<file path="config.mk">
export PLATFORM = sky130hd
export DESIGN_NAME = dpll_core
export DESIGN_NICKNAME = d
export VERILOG_FILES = /design/src/common/dpll_pkg.sv /design/src/hdl/dpll_div.sv /design/src/hdl/dpll_core.sv
export SDC_FILE = /design/constraint.sdc
export NUM_CORES = 1
export LEC_CHECK = 0
export BUFFER_PORTS_ARGS = -buffer_cell sky130_fd_sc_hd__buf_2
export CAP_MARGIN = 20
export CELL_PAD_IN_SITES_DETAIL_PLACEMENT = 0
export CELL_PAD_IN_SITES_GLOBAL_PLACEMENT = 1
export CORE_MARGIN = 5
export CORE_UTILIZATION = 46
export DETAILED_ROUTE_END_ITERATION = 7
export PLACE_DENSITY_LB_ADDON = 0.25
export RECOVER_POWER = 50
export SKIP_LAST_GASP = 1
export SLEW_MARGIN = 30
export SYNTH_ARGS = -nofsm -noshare
export SYNTH_HDL_FRONTEND = slang
export SYNTH_SLANG_ARGS = --single-unit
</file>
<file path="constraint.sdc">
create_clock -name ref_clk -period 11.59 [get_ports ref_clk]
set_input_delay 0.5795 -clock ref_clk [delete_from_list [all_inputs] [get_ports ref_clk]]
set_output_delay 0.5795 -clock ref_clk [all_outputs]
set_load 0.01 [all_outputs]
</file>
<file path="src/common/dpll_pkg.sv">
// constants, field widths and timing counts of the digital pll phase interpolator block
// assumes the single ref_clk domain; the reference input arrives asynchronously
// Function
// - detector compares divided reference and divided word clock, signed error out
// - second order loop drives the average detector error to zero at lock
// - filter sums gain-scaled proportional and integral paths into the tune value
// - sigma-delta and phase accumulator integrate tune into interpolator phase steps
// - feedback divider is 16 bits, divides word clock by setting plus two
// - reference divider is 16 bits, divides reference by setting plus two
// - direct offset is signed 22 bits, full scale 2097152
// - gains may change while running without loss of lock
// - reset held eight cycles clears all but the reset history; first error and step are zero
// - a 5-bit step word drives the interpolator step input
// - offset enable replaces the filter output with the direct offset
// - loop update divider is 16 bits, default 07ff, paces filter loads
package dpll_pkg;
  localparam int DIV_W = 16;
  localparam int GAIN_W = 5;
  localparam int ERR_W = 21;
  localparam int TUNE_W = 22;
  localparam int INT_W = 40;
  localparam int SD_W = 24;
  localparam int STEP_W = 5;
  localparam int INTERPOLATOR_STEP_SIZE_W = 4;
  localparam int RST_HOLD = 8;
  localparam logic [DIV_W-1:0] DIV_OFFSET = 16'h0002;
  localparam logic [DIV_W-1:0] UPDATE_DIV_DEFAULT = 16'h07ff;
  localparam logic [TUNE_W-1:0] TUNE_FULL_SCALE = 22'h200000;
  localparam logic [TUNE_W-1:0] TUNE_MAX = 22'h1fffff;
  localparam logic [TUNE_W-1:0] TUNE_MIN = 22'h200000;
  localparam logic [ERR_W-1:0] ERR_MAX = 21'h0fffff;
  localparam logic [ERR_W-1:0] ERR_MIN = 21'h100000;
endpackage

</file>
<file path="src/hdl/dpll_div.sv">
// programmable divider: one-cycle tick every (setting + 2) enabled inputs
// assumes setting is pseudo-static and all logic is on ref_clk
`timescale 1ns/1ps
`default_nettype none
module dpll_div (
  // clock and reset
  input wire logic ref_clk,
  input wire logic srst,
  // control
  input wire logic step_en,
  input wire logic [15:0] setting,
  // result
  output logic tick
);
  logic [16:0] cnt_q;
  logic [16:0] term;

  // count to setting+1 so the period is setting+2
  assign term = {1'b0, setting} + 17'h00001;
  assign tick = step_en && (cnt_q >= term);

  always_ff @(posedge ref_clk)
  begin
    if (srst)
      cnt_q <= 17'h00000;
    else if (tick)
      cnt_q <= 17'h00000;
    else if (step_en)
      cnt_q <= cnt_q + 17'h00001;
  end
endmodule // dpll_div
`default_nettype wire

</file>
<file path="src/hdl/dpll_core.sv">
// digital pll that steers a transmit phase interpolator from a reference signal
// assumes ref_clk is the transmit word clock; ref_in is asynchronous to it
`timescale 1ns/1ps
`default_nettype none
module dpll_core (
  // clock and reset
  input wire logic ref_clk,
  input wire logic srst,
  // reference signal
  input wire logic ref_in,
  // loop settings
  input wire logic [4:0] proportional_gain,
  input wire logic [4:0] integral_gain,
  input wire logic [15:0] ref_div_setting,
  input wire logic [15:0] fb_div_setting,
  input wire logic [15:0] update_div_setting,
  input wire logic [3:0] interpolator_step_size,
  input wire logic [21:0] offset_value,
  input wire logic offset_enable,
  input wire logic hold_tune,
  // interpolator
  output logic [4:0] phase_step_output,
  // status
  output logic [20:0] error_word,
  output logic [21:0] tune_word,
  output logic update_tick,
  output logic tune_saturated
);
  localparam int PW = dpll_pkg::INT_W;

  logic ref_s1_q, ref_s2_q, ref_s3_q;
  logic ref_edge, ref_tick, fb_tick;
  logic [20:0] phase_cnt_q;
  logic [20:0] error_q;
  logic [PW-1:0] integ_q;
  logic [PW-1:0] integ_sum, prop_term, int_term, filt_sum;
  logic [21:0] filt_sat, tune_q;
  logic [21:0] tune_mag;
  logic [dpll_pkg::SD_W-1:0] sd_acc_q;
  logic [dpll_pkg::SD_W:0] sd_sum;
  logic [4:0] step_q;
  logic ovf_q;

  // two-flop synchroniser, edge taken from the second and third stages
  always_ff @(posedge ref_clk)
  begin
    if (srst)
    begin
      ref_s1_q <= 1'b0;
      ref_s2_q <= 1'b0;
      ref_s3_q <= 1'b0;
    end
    else
    begin
      ref_s1_q <= ref_in;
      ref_s2_q <= ref_s1_q;
      ref_s3_q <= ref_s2_q;
    end
  end
  assign ref_edge = ref_s2_q && !ref_s3_q;

  dpll_div u_ref_div (
    .ref_clk(ref_clk),
    .srst(srst),
    .step_en(ref_edge),
    .setting(ref_div_setting),
    .tick(ref_tick)
  );

  dpll_div u_fb_div (
    .ref_clk(ref_clk),
    .srst(srst),
    .step_en(1'b1),
    .setting(fb_div_setting),
    .tick(fb_tick)
  );

  dpll_div u_upd_div (
    .ref_clk(ref_clk),
    .srst(srst),
    .step_en(1'b1),
    .setting(update_div_setting),
    .tick(update_tick)
  );

  // phase detector: signed up/down count, up on reference tick, down on feedback tick
  always_ff @(posedge ref_clk)
  begin
    if (srst)
      phase_cnt_q <= '0;
    else if (update_tick)
      phase_cnt_q <= 21'(ref_tick) - 21'(fb_tick);
    else if (ref_tick && !fb_tick && phase_cnt_q != dpll_pkg::ERR_MAX)
      phase_cnt_q <= phase_cnt_q + 21'h000001;
    else if (fb_tick && !ref_tick && phase_cnt_q != dpll_pkg::ERR_MIN)
      phase_cnt_q <= phase_cnt_q - 21'h000001;
  end

  // error word latched once per loop update
  always_ff @(posedge ref_clk)
  begin
    if (srst)
      error_q <= '0;
    else if (update_tick)
      error_q <= phase_cnt_q;
  end
  assign error_word = error_q;

  // gains act as right-shift amounts; changing them never disturbs the integrator
  assign prop_term = ($signed({{(PW-21){error_q[20]}}, error_q}) <<< 20) >>> proportional_gain;
  assign int_term = ($signed({{(PW-21){error_q[20]}}, error_q}) <<< 20) >>> integral_gain;

  function automatic logic [PW-1:0] sat_add(input logic [PW-1:0] a, input logic [PW-1:0] b);
    logic [PW-1:0] s;
    s = a + b;
    if (a[PW-1] == b[PW-1] && s[PW-1] != a[PW-1])
      s = a[PW-1] ? {1'b1, {(PW-1){1'b0}}} : {1'b0, {(PW-1){1'b1}}};
    return s;
  endfunction

  assign integ_sum = sat_add(integ_q, int_term);
  assign filt_sum = sat_add(integ_sum, prop_term);

  always_ff @(posedge ref_clk)
  begin
    if (srst)
      integ_q <= '0;
    else if (update_tick)
      integ_q <= integ_sum;
  end

  // scale down to tune width and clamp
  always_comb
  begin
    logic signed [PW-1:0] v;
    v = $signed(filt_sum) >>> 18;
    if (v > $signed({{(PW-22){1'b0}}, dpll_pkg::TUNE_MAX}))
      filt_sat = dpll_pkg::TUNE_MAX;
    else if (v < $signed({{(PW-22){1'b1}}, dpll_pkg::TUNE_MIN}))
      filt_sat = dpll_pkg::TUNE_MIN;
    else
      filt_sat = v[21:0];
  end

  always_ff @(posedge ref_clk)
  begin
    if (srst)
    begin
      tune_q <= '0;
      ovf_q <= 1'b0;
    end
    else if (offset_enable)
    begin
      tune_q <= offset_value;
      ovf_q <= (offset_value == dpll_pkg::TUNE_MAX) || (offset_value == dpll_pkg::TUNE_MIN);
    end
    else if (update_tick && !hold_tune)
    begin
      tune_q <= filt_sat;
      ovf_q <= (filt_sat == dpll_pkg::TUNE_MAX) || (filt_sat == dpll_pkg::TUNE_MIN);
    end
  end
  assign tune_word = tune_q;
  assign tune_saturated = ovf_q;

  // first-order sigma-delta on the tune magnitude: carries become phase steps
  // magnitude keeps zero tune at zero steps, so the step rate is linear through zero
  assign tune_mag = tune_q[21] ? 22'(-tune_q) : tune_q;
  assign sd_sum = {1'b0, sd_acc_q} + {1'b0, tune_mag, 2'b00};

  always_ff @(posedge ref_clk)
  begin
    if (srst)
    begin
      sd_acc_q <= '0;
      step_q <= '0;
    end
    else
    begin
      sd_acc_q <= sd_sum[dpll_pkg::SD_W-1:0];
      // a carry steps in the direction of the tune sign
      if (sd_sum[dpll_pkg::SD_W] && !tune_q[21])
        step_q <= {1'b0, interpolator_step_size};
      else if (sd_sum[dpll_pkg::SD_W] && tune_q[21])
        step_q <= 5'(-{1'b0, interpolator_step_size});
      else
        step_q <= '0;
    end
  end
  assign phase_step_output = step_q;

  // srst history, so the hold check needs no known start value
  logic [dpll_pkg::RST_HOLD-1:0] rst_hist_q;
  always_ff @(posedge ref_clk)
  begin
    rst_hist_q <= {rst_hist_q[dpll_pkg::RST_HOLD-2:0], srst};
  end

  // cycles since the last tick, to check divider periods for any setting
  logic [16:0] fb_gap_q, upd_gap_q;
  always_ff @(posedge ref_clk)
  begin
    if (srst || fb_tick)
      fb_gap_q <= 17'h00000;
    else
      fb_gap_q <= fb_gap_q + 17'h00001;
  end

  always_ff @(posedge ref_clk)
  begin
    if (srst || update_tick)
      upd_gap_q <= 17'h00000;
    else
      upd_gap_q <= upd_gap_q + 17'h00001;
  end

  a_rst_zero_out: assert property (@(posedge ref_clk) $fell(srst) |-> (error_q == '0 && step_q == '0))
    else $error("outputs not zero after reset");
  a_err_on_tick: assert property (@(posedge ref_clk) disable iff (srst) !update_tick |=> $stable(error_q))
    else $error("error changed without update");
  a_offset_wins: assert property (@(posedge ref_clk) disable iff (srst) offset_enable |=> tune_q == $past(offset_value))
    else $error("offset not applied");
  a_hold_tune: assert property (@(posedge ref_clk) disable iff (srst) (hold_tune && !offset_enable) |=> $stable(tune_q))
    else $error("tune moved during hold");
  a_step_bound: assert property (@(posedge ref_clk) disable iff (srst) (step_q == '0) || (step_q == {1'b0, $past(interpolator_step_size)}) || (step_q == 5'(-{1'b0, $past(interpolator_step_size)})))
    else $error("bad step word");
  a_step_sign: assert property (@(posedge ref_clk) disable iff (srst) (!tune_q[21] && !$past(tune_q[21]) && !offset_enable) |-> !step_q[4] || step_q == '0)
    else $error("step against tune sign");
  a_upd_period: assert property (@(posedge ref_clk) disable iff (srst)
    (update_tick && $stable(update_div_setting)) |->
      upd_gap_q == {1'b0, update_div_setting} + 17'h00001)
    else $error("update period wrong");
  a_fb_period: assert property (@(posedge ref_clk) disable iff (srst)
    (fb_tick && $stable(fb_div_setting)) |->
      fb_gap_q == {1'b0, fb_div_setting} + 17'h00001)
    else $error("feedback period wrong");
  a_tune_clamp: assert property (@(posedge ref_clk) disable iff (srst) (!offset_enable && ovf_q) |-> (tune_q == dpll_pkg::TUNE_MAX || tune_q == dpll_pkg::TUNE_MIN))
    else $error("saturation flag without clamp");
  a_integ_hold: assert property (@(posedge ref_clk) disable iff (srst) !update_tick |=> $stable(integ_q))
    else $error("integrator moved off tick");
  a_rst_len: assert property (@(posedge ref_clk) $fell(srst) |-> &rst_hist_q)
    else $error("reset shorter than eight cycles");
endmodule // dpll_core
`default_nettype wire

</file>
==> results.cfg <==
[clock_tree]
clkLatencyLatePin_ns = 0.47
cts-buffers-inserted = 17
clock_sinks = 186
root_buffer = clkbuf_16
cts_hold_buffers = 0
cts_tree = built
cts_buffer_depth = 2
cts.clk_slew.worst_paths_ns = 0.07
post_cts.repair.setup_buffers = 0
ctsResizeCount = 0
cts_max_level = 4

[routing]
via_count = 17600
ant_nets = 0
avgViaCountPerCell = 5.83
first_pass_iters = 6
wl_per_cell_um = 18.4
post-route-drc-count = 0
wirelength_um = 55600
drtIter0Drc = 1261

[min_path]
hp-start = ref_in
hp-class = input port to flop

[timing]
slew_headroom_pct = -106
worstMarginPinSlew_ns = 3.08
period_share_pct = 93.6
setup_viol = 0
drv_slew = 111
fin_skew_ns = 0.0114
rsz0062_at_grt = false
finalCriticalPeriod_ns = 10.85
max_freq_mhz = 92.2
tns_ns = 0
hold_violations = 0

[yosys]
async_flop_share_pct = 0
ys_seq_area_share_pct = 20.9
synth_area_leaders = dfxtp_1 21%, ha_1 13%, nand2_1 7.0%
syn-instance-count = 2430
synth_top_area_cell = dfxtp_1
ys_ff_latch = 186
synth_fp_nets = 2703
synthFlopType = dfxtp_1
synth_cell_types = 80
syn_area_per_cell_um2 = 7.32
synth_top_cell_area_share_pct = 20.9
ys_warn_count = 0
synth-edff-count = 0
mappedNetlistArea_um2 = 17800

[power_and_ir_drop]
power_density_nw_per_um2 = 91.2
leakagePower_nw = 8.21
ir_drop_v = 0.0000962

[floorplan]
core_um2 = 38500
die-area_um2 = 42700
die_w_um = 207
chipHeight_um = 207
rows = 72
start_util_pct = 46.2
ioPinCount = 139

[placed_design]
dpl.hpwl_um = 43300
io_buffers = 138
place_congestion = 0.936
dpl-instance-area_um2 = 18800

[setup_path]
crit_fanout = 28
critical_path.max_stage_delay_ns = 0.52
reg2reg_from = error_word[7]
endpoint_kind = flop
slowest_stage = or4_1
cp.arrival_ns = 11.25
critPathLaunchType = input port
cpLargestDelayFamily = compound AO/OA/AOI/OAI gates
cp.required_ns = 12.00
worstSetupPathType = input port to flop
cp_common_cell = o21ai_0
crit_start = integral_gain[0]
worst-path-buf-inv = 6

[final_layout]
register_area_um2 = 3720
final_util_pct = 50.3
drive_gt1_share_pct = 7.71
mostFrequentLayoutCell = nand2_1
layout_common_cells = 329 x nand2_1, 247 x a21oi_1, 240 x nor2_1
nNetsFinal = 2765
fill_cells = 3932
fin_area_um2 = 19400
area_delta_synth_final_pct = 8.88
multi_input_area_um2 = 13400

[flow_run]
cap_violations = 2

[outcome]
outcome = finished, violations left
violations = max-capacitance violations, max-slew violations

[global_route]
grt_overflow = 0
grt_pass1_vias = 16100
antenna_found_initial = 2
grt_pass1_wl_um = 86400
grt_util_all_layers_pct = 25.2
grt_max_degree = 69
[kinds of logic after synthesis]
group           share of synthesized area, %
simple gates                            23.1
compound gates                          24.3
xor+xnor                                9.46
buf+inv                                 4.00
flops                                   20.9
fa+ha+maj                               13.2
mux                                     5.10
[routing by layer]
layer / vias up / part of all wire (%) / GRT usage, %
met5: - / 0.025 / 0
met4: 2 / 2.8 / 7.79
met3: 82 / 5.3 / 4.28
met2: 448 / 45 / 40.0
met1: 8231 / 47 / 35.2
li1: 8868 / - / -
[power by group]
group | leakage (nW) | internal (mW) | switching, mW
Combinational | 6.42 | 0.185 | 0.290
Sequential | 1.51 | 0.670 | 0.0187
Clock | 0.289 | 0.324 | 0.277
[synthesized netlist by cell type (all sizes together) (13+ instances only)]
library cell  instances
xnor2               104
o211ai               19
nor2b                31
clkbuf              101
dfxtp               186
a31oi                17
nand2               330
mux2                 22
or3                  14
o22ai                13
a21o                 53
and3                 33
ha                  179
a211oi               24
nor4                 17
nor3                 54
nand3                80
o21ai               170
nand4                41
mux2i                59
o21bai               22
xor2                 88
o21a                 25
nor2                241
inv                  71
a21oi               249
and2                 17
buf                  13
o31ai                15
[final cells by class]
cell class,instances,share of cell area (%)
Multi-Input combinational cell,2057,69.1
Sequential cell,186,19.2
Timing Repair Buffer,157,3.91
Tap cell,518,3.35
Clock buffer,18,2.27
Inverter,73,1.42
Clock inverter,13,0.737
Antenna cell,1,0.0129
[through the flow]
step           hold slack (ns)  cells  power [mW]  setup WS (ns)
2_1_floorplan            0.414   2430        1.04           1.59
3_3_place_gp             0.444   2991        1.16          0.578
3_5_place_dp             0.448   2991        1.17          0.360
4_1_cts                  0.314   3022        1.78          0.836
5_1_grt                  0.322   3023        1.86        0.00632
6_report                 0.347   3023        1.76          0.744
[registers in the layout (all words and copies together), names as in the netlist]
register,flops
ref_s2_q,1
integ_q,40
sd_acc_q,22
u_ref_div.cnt_q,17
phase_cnt_q,21
ref_s1_q,1
error_word,21
tune_word,22
tune_saturated,1
u_fb_div.cnt_q,17
u_upd_div.cnt_q,17
ref_s3_q,1
phase_step_output,5
[path summary, 6_finish.rpt]
kind | end | cells past startpoint | slack [ns]
worst max-delay path | tune_saturated | 46 | 0.74
worst min-delay path | ref_s1_q | 2 | 0.35
worst max register to register | tune_saturated | 45 | 0.89
worst min register to register | integ_q[33] | 2 | 0.46
(Power assumes the default switching activity.)
